## config.mk

```make
export PLATFORM = sky130hd
export DESIGN_NAME = brt_top
export DESIGN_NICKNAME = d
export VERILOG_FILES = /design/src/rtl/brt_pkg.sv /design/src/rtl/brt_if.sv /design/src/rtl/brt_avg.sv /design/src/rtl/brt_top.sv
export SDC_FILE = /design/constraint.sdc
export NUM_CORES = 1
export LEC_CHECK = 0
export ABC_AREA = 1
export BUFFER_PORTS_ARGS = -buffer_cell sky130_fd_sc_hd__buf_2
export CAP_MARGIN = 40
export CORE_MARGIN = 4
export CORE_UTILIZATION = 30
export CTS_BUF_LIST = sky130_fd_sc_hd__clkbuf_16
export DETAILED_ROUTE_END_ITERATION = 8
export PLACE_DENSITY_LB_ADDON = 0.15
export REMOVE_ABC_BUFFERS = 1
export SLEW_MARGIN = 40
export SYNTH_ARGS = -nofsm -noshare
export SYNTH_HDL_FRONTEND = slang
export SYNTH_HIERARCHICAL = 1
export SYNTH_SLANG_ARGS = --single-unit
```

## constraint.sdc

```tcl
create_clock -name clk_i -period 6.35 [get_ports clk_i]
set_input_delay 0.9525 -clock clk_i [delete_from_list [all_inputs] [get_ports clk_i]]
set_output_delay 0.9525 -clock clk_i [all_outputs]
set_load 0.01 [all_outputs]
```

## src/rtl/brt_pkg.sv

```systemverilog
package brt_pkg;
  // ******************************
  // widths and encodings
  // ******************************
  localparam int VW = 12;            // volts, 1 V per lsb
  localparam logic [2:0] MODE_COAST = 3'h0;
  localparam logic [2:0] MODE_DECEL = 3'h1;
  localparam logic [2:0] MODE_CONTINUE = 3'h2;
  localparam logic [2:0] MODE_COAST_IN = 3'h3;
  localparam logic [2:0] MODE_DECEL_IN = 3'h4;
  localparam logic [2:0] MODE_RESET = MODE_COAST;
  // ******************************
  // bus levels, 400/480 V class
  // ******************************
  localparam logic [VW-1:0] CLOSE_DROP_V = 12'h078;   // 120 V
  localparam logic [VW-1:0] TRIG1_DROP_V = 12'h078;   // 120 V
  localparam logic [VW-1:0] OPEN_DROP_V = 12'h0B4;    // 180 V
  localparam logic [VW-1:0] TRIG2_DROP_V = 12'h0B4;   // 180 V
  localparam logic [VW-1:0] RECOVER_DROP_V = 12'h03C; // 60 V
  localparam logic [VW-1:0] VMIN_V = 12'h131;         // 305 V
  localparam logic [VW-1:0] HALF_VMIN_V = 12'h131;    // 305 V, open equals floor
  localparam int COAST_PCT = 73;
  localparam int DECEL_PCT = 82;
  // ******************************
  // timing
  // ******************************
  localparam int CLK_HZ = 20_000_000;
  localparam int RECOVER_MS = 20;
  localparam int RECOVER_CYC = (CLK_HZ / 1000) * RECOVER_MS;
  localparam int SLEW_MV_PER_MIN = 2400; // 2.4 V per minute
  // cycles per 1 V step; split so that no product leaves the int range
  localparam int SLEW_CYC = (CLK_HZ / 100) * (60_000 / (SLEW_MV_PER_MIN / 100));
  localparam int TMR_W = 32;
  // ******************************
  // supervisor states
  // ******************************
  typedef enum logic [5:0] {
    BRT_IDLE = 6'h01,
    BRT_RUN = 6'h02,
    BRT_COAST = 6'h04,
    BRT_INERTIA = 6'h08,
    BRT_RECON = 6'h10,
    BRT_ACCEL = 6'h20
  } brt_state_t;
endpackage : brt_pkg

```

## src/rtl/brt_if.sv

```systemverilog
`timescale 1ns/1ps
`default_nettype none
// carries the bus average between the filter and the supervisor
interface brt_avg_if;
  import brt_pkg::*;
  logic [VW-1:0] avg;
  logic load;
  logic hold;
  logic no_rise;
  modport flt (output avg, input load, input hold, input no_rise);
  modport sup (input avg, output load, output hold, output no_rise);
endinterface : brt_avg_if
`default_nettype wire

```

## src/rtl/brt_avg.sv

```systemverilog
`timescale 1ns/1ps
`default_nettype none
module brt_avg
  import brt_pkg::*;
(
  input wire logic clk_i,
  input wire logic rst_i,
  input wire logic [VW-1:0] vbus_i,
  brt_avg_if.flt a
);
  // ******************************
  // slow ramp of the bus average
  // ******************************
  localparam logic [TMR_W-1:0] SLEW_LAST = TMR_W'(SLEW_CYC - 1);
  logic [VW-1:0] avg_r, avg_nxt;
  logic [TMR_W-1:0] div_r, div_nxt;
  // one volt step per slew period keeps the average near nominal
  always_comb begin
    avg_nxt = avg_r;
    div_nxt = (div_r == SLEW_LAST) ? '0 : div_r + 1'b1;
    if (a.load) begin
      avg_nxt = vbus_i;
      div_nxt = '0;
    end else if (a.hold) begin
      div_nxt = '0;
    end else if (div_r == SLEW_LAST) begin
      if (vbus_i > avg_r && !a.no_rise) avg_nxt = avg_r + 1'b1;
      else if (vbus_i < avg_r) avg_nxt = avg_r - 1'b1;
    end
  end
  always_ff @(posedge clk_i) begin
    if (rst_i) begin
      avg_r <= '0;
      div_r <= '0;
    end else begin
      avg_r <= avg_nxt;
      div_r <= div_nxt;
    end
  end
  assign a.avg = avg_r;
endmodule : brt_avg
`default_nettype wire

```

## src/rtl/brt_top.sv

```systemverilog
`timescale 1ns/1ps
`default_nettype none
module brt_top
  import brt_pkg::*;
#(
  parameter int RECOVER_CYCLES = RECOVER_CYC
) (
  input wire logic clk_i,
  input wire logic rst_i,
  input wire logic [VW-1:0] vbus_i,        // newest sample, same clock
  input wire logic [2:0] mode_i,
  input wire logic trig_sel_i,             // 0 standard first, 1 second level
  input wire logic trig_adj_en_i,
  input wire logic [VW-1:0] trig_adj_i,    // adjusted drop below average
  input wire logic loss_lvl_fn_i,
  input wire logic loss_lvl_pin_i,         // pin
  input wire logic [VW-1:0] loss_lvl_i,
  input wire logic [TMR_W-1:0] loss_time_i,
  input wire logic alarm_mask_loss_i,
  input wire logic fault_mask_loss_i,
  input wire logic fault_mask_uv_i,
  input wire logic fault_reset_i,
  input wire logic two_wire_i,
  input wire logic [1:0] enable_pin_i,     // pins, all must be high
  input wire logic [1:0] not_stop_pin_i,
  input wire logic [1:0] run_pin_i,
  input wire logic running_i,
  input wire logic freq_zero_i,
  input wire logic decel_i,
  input wire logic recon_done_i,
  output logic inv_en_o,
  output logic relay_o,
  output logic decel_reg_o,
  output logic [VW-1:0] vinertia_o,
  output logic reconnect_o,
  output logic accel_o,
  output logic prog_stop_o,
  output logic alarm_loss_o,
  output logic status_alarm_o,
  output logic loss_timeout_fault_o,
  output logic undervoltage_fault_o,
  output logic run_permit_o,
  output logic [TMR_W-1:0] loss_timer_o,
  output logic [VW-1:0] bus_average_readout_o
);
  // ******************************
  // input synchronisers
  // ******************************
  logic [6:0] s1_r, s2_r;
  always_ff @(posedge clk_i) begin
    if (rst_i) begin
      s1_r <= '0;
      s2_r <= '0;
    end else begin
      s1_r <= {loss_lvl_pin_i, enable_pin_i, not_stop_pin_i, run_pin_i};
      s2_r <= s1_r;
    end
  end
  logic lvl_s, en_all, ns_all, run_all;
  assign lvl_s = s2_r[6];
  assign en_all = &s2_r[5:4];
  assign ns_all = &s2_r[3:2];
  assign run_all = &s2_r[1:0];
  // supervisor registers, declared early because thresholds and permit read them
  logic relay_r, relay_nxt, alarm_r, alarm_nxt, lt_fault_r, lt_fault_nxt;
  logic uv_fault_r, uv_fault_nxt;

  // ******************************
  // thresholds
  // ******************************
  brt_avg_if a();
  logic [VW-1:0] avg;
  assign avg = a.avg;
  // saturating drop below the average, reused for every level but the vmin floor
  function automatic logic [VW-1:0] below(input logic [VW-1:0] v, input logic [VW-1:0] d);
    below = (v > d) ? v - d : '0;
  endfunction : below
  function automatic logic [VW-1:0] floor_at(input logic [VW-1:0] v, input logic [VW-1:0] f);
    floor_at = (v < f) ? f : v;
  endfunction : floor_at
  localparam logic [VW+6:0] PCT_COAST = (VW+7)'(COAST_PCT);
  localparam logic [VW+6:0] PCT_DECEL = (VW+7)'(DECEL_PCT);
  localparam logic [VW+6:0] HUNDRED = (VW+7)'(100);
  logic is_half, is_decel;
  assign is_half = (mode_i == MODE_CONTINUE);
  assign is_decel = (mode_i == MODE_DECEL) || (mode_i == MODE_DECEL_IN);
  logic [VW-1:0] vmin, vclose, vopen, vrecov, vtrig_std, vtrig;
  assign vmin = is_half ? HALF_VMIN_V : VMIN_V;
  assign vclose = below(avg, CLOSE_DROP_V);
  assign vopen = is_half ? vmin : floor_at(below(avg, OPEN_DROP_V), vmin);
  assign vrecov = below(avg, RECOVER_DROP_V);
  assign vtrig_std = trig_sel_i ? below(avg, TRIG2_DROP_V) : below(avg, TRIG1_DROP_V);
  always_comb begin
    vtrig = vtrig_std;
    if (trig_adj_en_i) vtrig = below(avg, trig_adj_i);
    if (loss_lvl_fn_i && lvl_s) vtrig = floor_at(below(avg, loss_lvl_i), vmin);
  end
  // percentage test on the newest sample, no rounding in the products
  logic pct_loss;
  assign pct_loss = is_decel ? ((VW+7)'(vbus_i) * HUNDRED <= (VW+7)'(avg) * PCT_DECEL)
                             : ((VW+7)'(vbus_i) * HUNDRED <= (VW+7)'(avg) * PCT_COAST);
  logic loss_det;
  assign loss_det = relay_r && (pct_loss || vbus_i < vtrig);

  // ******************************
  // run permit
  // ******************************
  logic fault_any;
  assign fault_any = lt_fault_r || uv_fault_r;
  assign run_permit_o = !fault_any && en_all && ns_all && (!two_wire_i || run_all);

  // ******************************
  // supervisor state machine
  // ******************************
  brt_state_t st_r, st_nxt;
  logic [TMR_W-1:0] tmr_r, tmr_nxt, rec_r, rec_nxt;
  logic [VW-1:0] vin_r, vin_nxt;
  logic recovered;
  assign recovered = alarm_r && (rec_r >= TMR_W'(RECOVER_CYCLES - 1)) && vbus_i > vrecov;
  // the relay acts on bus level alone so the charge path is ready when power returns
  always_comb begin
    relay_nxt = relay_r;
    if (vbus_i < vopen) relay_nxt = 1'b0;
    else if (vbus_i > vclose || (!relay_r && avg == '0)) relay_nxt = 1'b1;
  end
  always_comb begin
    st_nxt = st_r;
    alarm_nxt = alarm_r;
    tmr_nxt = tmr_r;
    rec_nxt = rec_r;
    vin_nxt = vin_r;
    lt_fault_nxt = lt_fault_r && !fault_reset_i;
    uv_fault_nxt = uv_fault_r && !fault_reset_i;
    // recovery qualification restarts on any low sample
    if (!alarm_r || vbus_i <= vrecov) rec_nxt = '0;
    else if (rec_r != '1) rec_nxt = rec_r + 1'b1;
    if (alarm_r && tmr_r != '1) tmr_nxt = tmr_r + 1'b1;
    if (!alarm_r && loss_det) begin
      alarm_nxt = 1'b1;
      tmr_nxt = '0;
    end
    if (recovered) alarm_nxt = 1'b0;
    // fault sets win over a simultaneous reset
    if (alarm_r && tmr_r > loss_time_i && fault_mask_loss_i) lt_fault_nxt = 1'b1;
    if (vbus_i < vmin && fault_mask_uv_i && relay_r) uv_fault_nxt = 1'b1;
    unique case (st_r)
      BRT_IDLE: if (running_i && run_permit_o) st_nxt = BRT_RUN;
      BRT_RUN: begin
        if (!running_i) st_nxt = BRT_IDLE;
        else if (loss_det && is_decel) begin
          st_nxt = BRT_INERTIA;
          vin_nxt = avg;
        end else if (loss_det && !is_half) st_nxt = BRT_COAST;
        else if (is_half && (vbus_i < vopen || !en_all)) st_nxt = BRT_COAST;
      end
      BRT_INERTIA: begin
        if (freq_zero_i || vbus_i < vopen || !run_permit_o) st_nxt = BRT_COAST;
        else if (recovered) st_nxt = BRT_ACCEL;
      end
      BRT_COAST: if (!alarm_r && run_permit_o && running_i) st_nxt = BRT_RECON;
      BRT_RECON: begin
        if (!run_permit_o || (loss_det && !is_half)) st_nxt = BRT_COAST;
        else if (recon_done_i) st_nxt = BRT_ACCEL;
      end
      BRT_ACCEL: if (!run_permit_o || (loss_det && !is_half)) st_nxt = BRT_COAST;
        else st_nxt = BRT_RUN;
      default: st_nxt = BRT_IDLE;
    endcase
    if (fault_any && st_r != BRT_IDLE) st_nxt = BRT_COAST;
  end
  always_ff @(posedge clk_i) begin
    if (rst_i) begin
      st_r <= BRT_IDLE;
      relay_r <= 1'b0;
      alarm_r <= 1'b0;
      tmr_r <= '0;
      rec_r <= '0;
      vin_r <= '0;
      lt_fault_r <= 1'b0;
      uv_fault_r <= 1'b0;
    end else begin
      st_r <= st_nxt;
      relay_r <= relay_nxt;
      alarm_r <= alarm_nxt;
      tmr_r <= tmr_nxt;
      rec_r <= rec_nxt;
      vin_r <= vin_nxt;
      lt_fault_r <= lt_fault_nxt;
      uv_fault_r <= uv_fault_nxt;
    end
  end

  // ******************************
  // average filter hookup
  // ******************************
  assign a.load = relay_nxt && !relay_r;
  assign a.hold = (st_r == BRT_INERTIA);
  assign a.no_rise = decel_i;
  brt_avg u_avg (
    .clk_i(clk_i),
    .rst_i(rst_i),
    .vbus_i(vbus_i),
    .a(a)
  );

  // ******************************
  // outputs
  // ******************************
  // output enable is dropped whenever the motor must coast
  assign inv_en_o = (st_r == BRT_RUN) || (st_r == BRT_INERTIA) || (st_r == BRT_RECON)
                    || (st_r == BRT_ACCEL);
  assign relay_o = relay_r;
  assign decel_reg_o = (st_r == BRT_INERTIA);
  assign vinertia_o = vin_r;
  assign reconnect_o = (st_r == BRT_RECON);
  assign accel_o = (st_r == BRT_ACCEL);
  assign prog_stop_o = is_half && (st_r == BRT_RUN) && (!ns_all || (two_wire_i && !run_all));
  assign alarm_loss_o = alarm_r;
  assign status_alarm_o = alarm_r && alarm_mask_loss_i;
  assign loss_timeout_fault_o = lt_fault_r;
  assign undervoltage_fault_o = uv_fault_r;
  assign loss_timer_o = tmr_r;
  assign bus_average_readout_o = avg;
endmodule : brt_top
`default_nettype wire

```

==> impl_metrics.py <==
metrics = {
    "synthesis": {
        "ys_ff_latch": 144,
        "ys.flop_type": "dfxtp_1",
        "yosysTopAreaCellShare": 0.226,
        "async_flop_share": 0,
        "avgSynthCellArea_um2": 6.87,
        "ys_seq_area_frac": 0.180,
        "yosysMostFrequentCell": "nand2_1",
        "yosysWarnings": 6,
        "synth_top_area_cell": "ha_1",
        "synth_common_cells": "418 x nand2_1, 409 x inv_1, 289 x ha_1",
        "synth_area_leaders": "ha_1 23%, dfxtp_1 18%, nand2_1 9.8%",
        "netlist_instances": 2331,
        "ys_types": 64,
        "synth_edf_count": 0,
        "syn_area_um2": 16000,
    },
    "global_routing": {
        "grt-ovfl-total": 0,
        "antenna_found_initial": 0,
        "grt_max_degree": 33,
        "grt_pass1_vias": 14700,
        "grtUsageTotal": 0.173,
        "grt_pass1_wl_um": 79100,
    },
    "routing": {
        "drcViolationCount": 0,
        "wl_per_cell_um": 15.8,
        "vias": 15400,
        "drt-total-wl_um": 50700,
        "via_per_inst": 4.77,
        "drt-pass1-iter-count": 5,
        "drtAntennaViolNets": 0,
        "drtIter0Drc": 767,
    },
    "pwr": {
        "leakage_nw": 9.32,
        "power_density_nw_per_um2": 351,
        "comb_power_share": 0.675,
        "clkPwrFrac": 0.160,
        "irDropWorstVdd_mv": 0.288,
        "p_sw_frac": 0.512,
        "p_int_mw": 3.16,
        "p_sw_mw": 3.31,
        "pwr-share-seq": 0.165,
    },
    "placement": {
        "dpl_worst_slack_ns": 0.190,
        "globalplace.congestion": 0.884,
        "port-buffer-count": 158,
        "dp_cells": 3187,
        "dpl.hpwl_um": 40900,
    },
    "critical_path": {
        "path_delay_family": "adder cells",
        "end_kind": "register",
        "path_buf_inv": 5,
        "max_stage_delay_ns": 0.50,
        "critical_path_class": "in -> reg",
        "cp_max_fo": 6,
        "cp_common_cell": "a21oi_1",
        "arrival_ns": 6.04,
        "cp.required_ns": 6.63,
        "start_kind": "primary input",
        "crit_slowest_cell": "fa_1",
    },
    "timing": {
        "final_max_slew_viol_count": 0,
        "finalSetupTns_ns": 0,
        "worst_slew_margin_rel": 0.486,
        "setup_viol": 0,
        "max_freq_mhz": 174,
        "fin_ws_ns": 0.591,
        "finalCritPeriodShare": 0.907,
        "fin_skew_ns": 0.0123,
        "hold_violations": 0,
        "worstMarginPinSlew_ns": 0.770,
        "min_period_ns": 5.76,
        "rsz0062_at_grt": "no",
    },
    "cts": {
        "clk_pin_slew_ns": 0.06,
        "cts_tree": "yes",
        "cts_hold_buf": 0,
        "cts_buffers": 17,
        "post_cts_resized": 0,
        "htree_num_levels": 4,
        "cts.sink_count": 144,
        "post_cts_buffers": 0,
        "cts_root_buf": "clkbuf_16",
        "clock_path_buffers": 2,
        "clk_latency_ns": 0.44,
    },
    "die": {
        "rows": 84,
        "dieHeight_um": 239,
        "die_x_um": 239,
        "start_util": 0.304,
        "core_um2": 52700,
        "ioPinCount": 159,
        "dieArea_um2": 57100,
    },
    "run_status": {
        "status": "finished, final reports clean",
    },
    "cells_and_area": {
        "drive_above_1_share": 0.128,
        "stdcell_count": 3220,
        "syn2layout_area_growth_pct": 15.0,
        "final_nets": 2921,
    },
    "flow_run": {
        "cap_viol_max_count": 0,
    },
    "min_path": {
        "hold_class": "reg -> reg",
    },
}
-- area by class of cell --
type / count / area (um^2)
Multi-Input combinational cell: 1734 / 11400
Clock buffer: 17 / 425
Timing Repair Buffer: 192 / 1060
Sequential cell: 144 / 2880
Tap cell: 688 / 861
Inverter: 429 / 1610
Antenna cell: 1 / 2.50
Clock inverter: 15 / 168
Fill cell: 5760 / 34200
-- cell usage in the layout (no fill, tap or decap), drive strengths merged, types with 3 or more instances in the layout --
master  count
a21o        8
dfxtp     144
nor3       61
nor3b      13
bufinv      3
fa         22
nor2      260
nand3     130
nand3b      4
and2        3
xnor2      34
a31oi      10
o211ai     10
inv       431
a32oi       3
o221ai      3
a21boi      3
o22ai       3
xor2       68
clkbuf     17
or2        10
o31ai       4
nand2     437
o21bai     13
ha        289
a21oi     174
a211oi      8
buf       192
clkinv      8
o21a        5
nor4       13
nand4      44
o21ai      89
a31o        3
-- cells by family (layout without fill, tap and decap cells) --
family | count (synthesis) | in the layout | synth area share
adders and majority gates | 311 | 311 | 0.253
xor gates and xnor gates | 102 | 102 | 0.0558
DFF | 144 | 144 | 0.180
and+or+nand+nor | 977 | 977 | 0.280
buffers and inverters | 453 | 653 | 0.109
other | 0 | 1 | 0
AOI/OAI and AO/OA | 344 | 344 | 0.122
-- worst register-to-register path: cells and delay by family, from the launching register on --
kind	cells	cell delay (ns)
buffers and inverters	2	0.14
adders and majority gates	5	1.58
AOI/OAI and AO/OA	9	1.33
DFF	1	0.54
and+or+nand+nor	20	2.00
-- state kept, by name, indices dropped and copies added, names as in the netlist --
signal	cells
loss_timer_o	32
rec_r	32
u_avg/div_r	32
u_avg/a.avg	12
vinertia_o	12
s1_r	7
s2_r	7
st_r	6
alarm_loss_o	1
loss_timeout_fault_o	1
relay_o	1
undervoltage_fault_o	1
-- per-layer routing --
layer  track usage  vias to the layer above  routed length (um)
met4        0.0428                        0                1040
li1              -                     8008                   -
met2         0.290                      298               22900
met5             0                        -                   0
met3        0.0245                       53                2170
met1         0.235                     7002               24600
-- through the flow --
stage / utilization / hold slack, ns / area, um^2 / power (mW)
2_1_floorplan: - / 0.388 / 15900 / 4.12
3_3_place_gp: 0.338 / 0.391 / 17800 / 5.38
3_5_place_dp: 0.338 / 0.399 / 17800 / 5.43
4_1_cts: 0.350 / 0.409 / 18400 / 6.52
5_1_grt: 0.350 / 0.422 / 18400 / 7.17
6_report: 0.350 / 0.402 / 18400 / 6.47
-- path summary, 6_finish.rpt --
| check | from | to | slack [ns] | cells past startpoint |
|---|---|---|---|---|
| min | s1_r[0] | s2_r[0] | 0.40 | 2 |
| max | vbus_i[3] | st_r[2] | 0.59 | 36 |
| min reg2reg | s1_r[0] | s2_r[0] | 0.40 | 2 |
| max reg2reg | u_avg/a.avg[4] | st_r[2] | 0.63 | 36 |
-- power by group through the flow --
stage	clock (mW)	combinational, mW	sequential [mW]
after floorplan	0	3.01	1.11
final	1.04	4.37	1.07
after global routing	1.10	4.99	1.08
after detailed placement	0	4.35	1.09
after CTS	1.07	4.38	1.07
after global placement	0	4.30	1.09
Power figures use the tool's default switching activity.
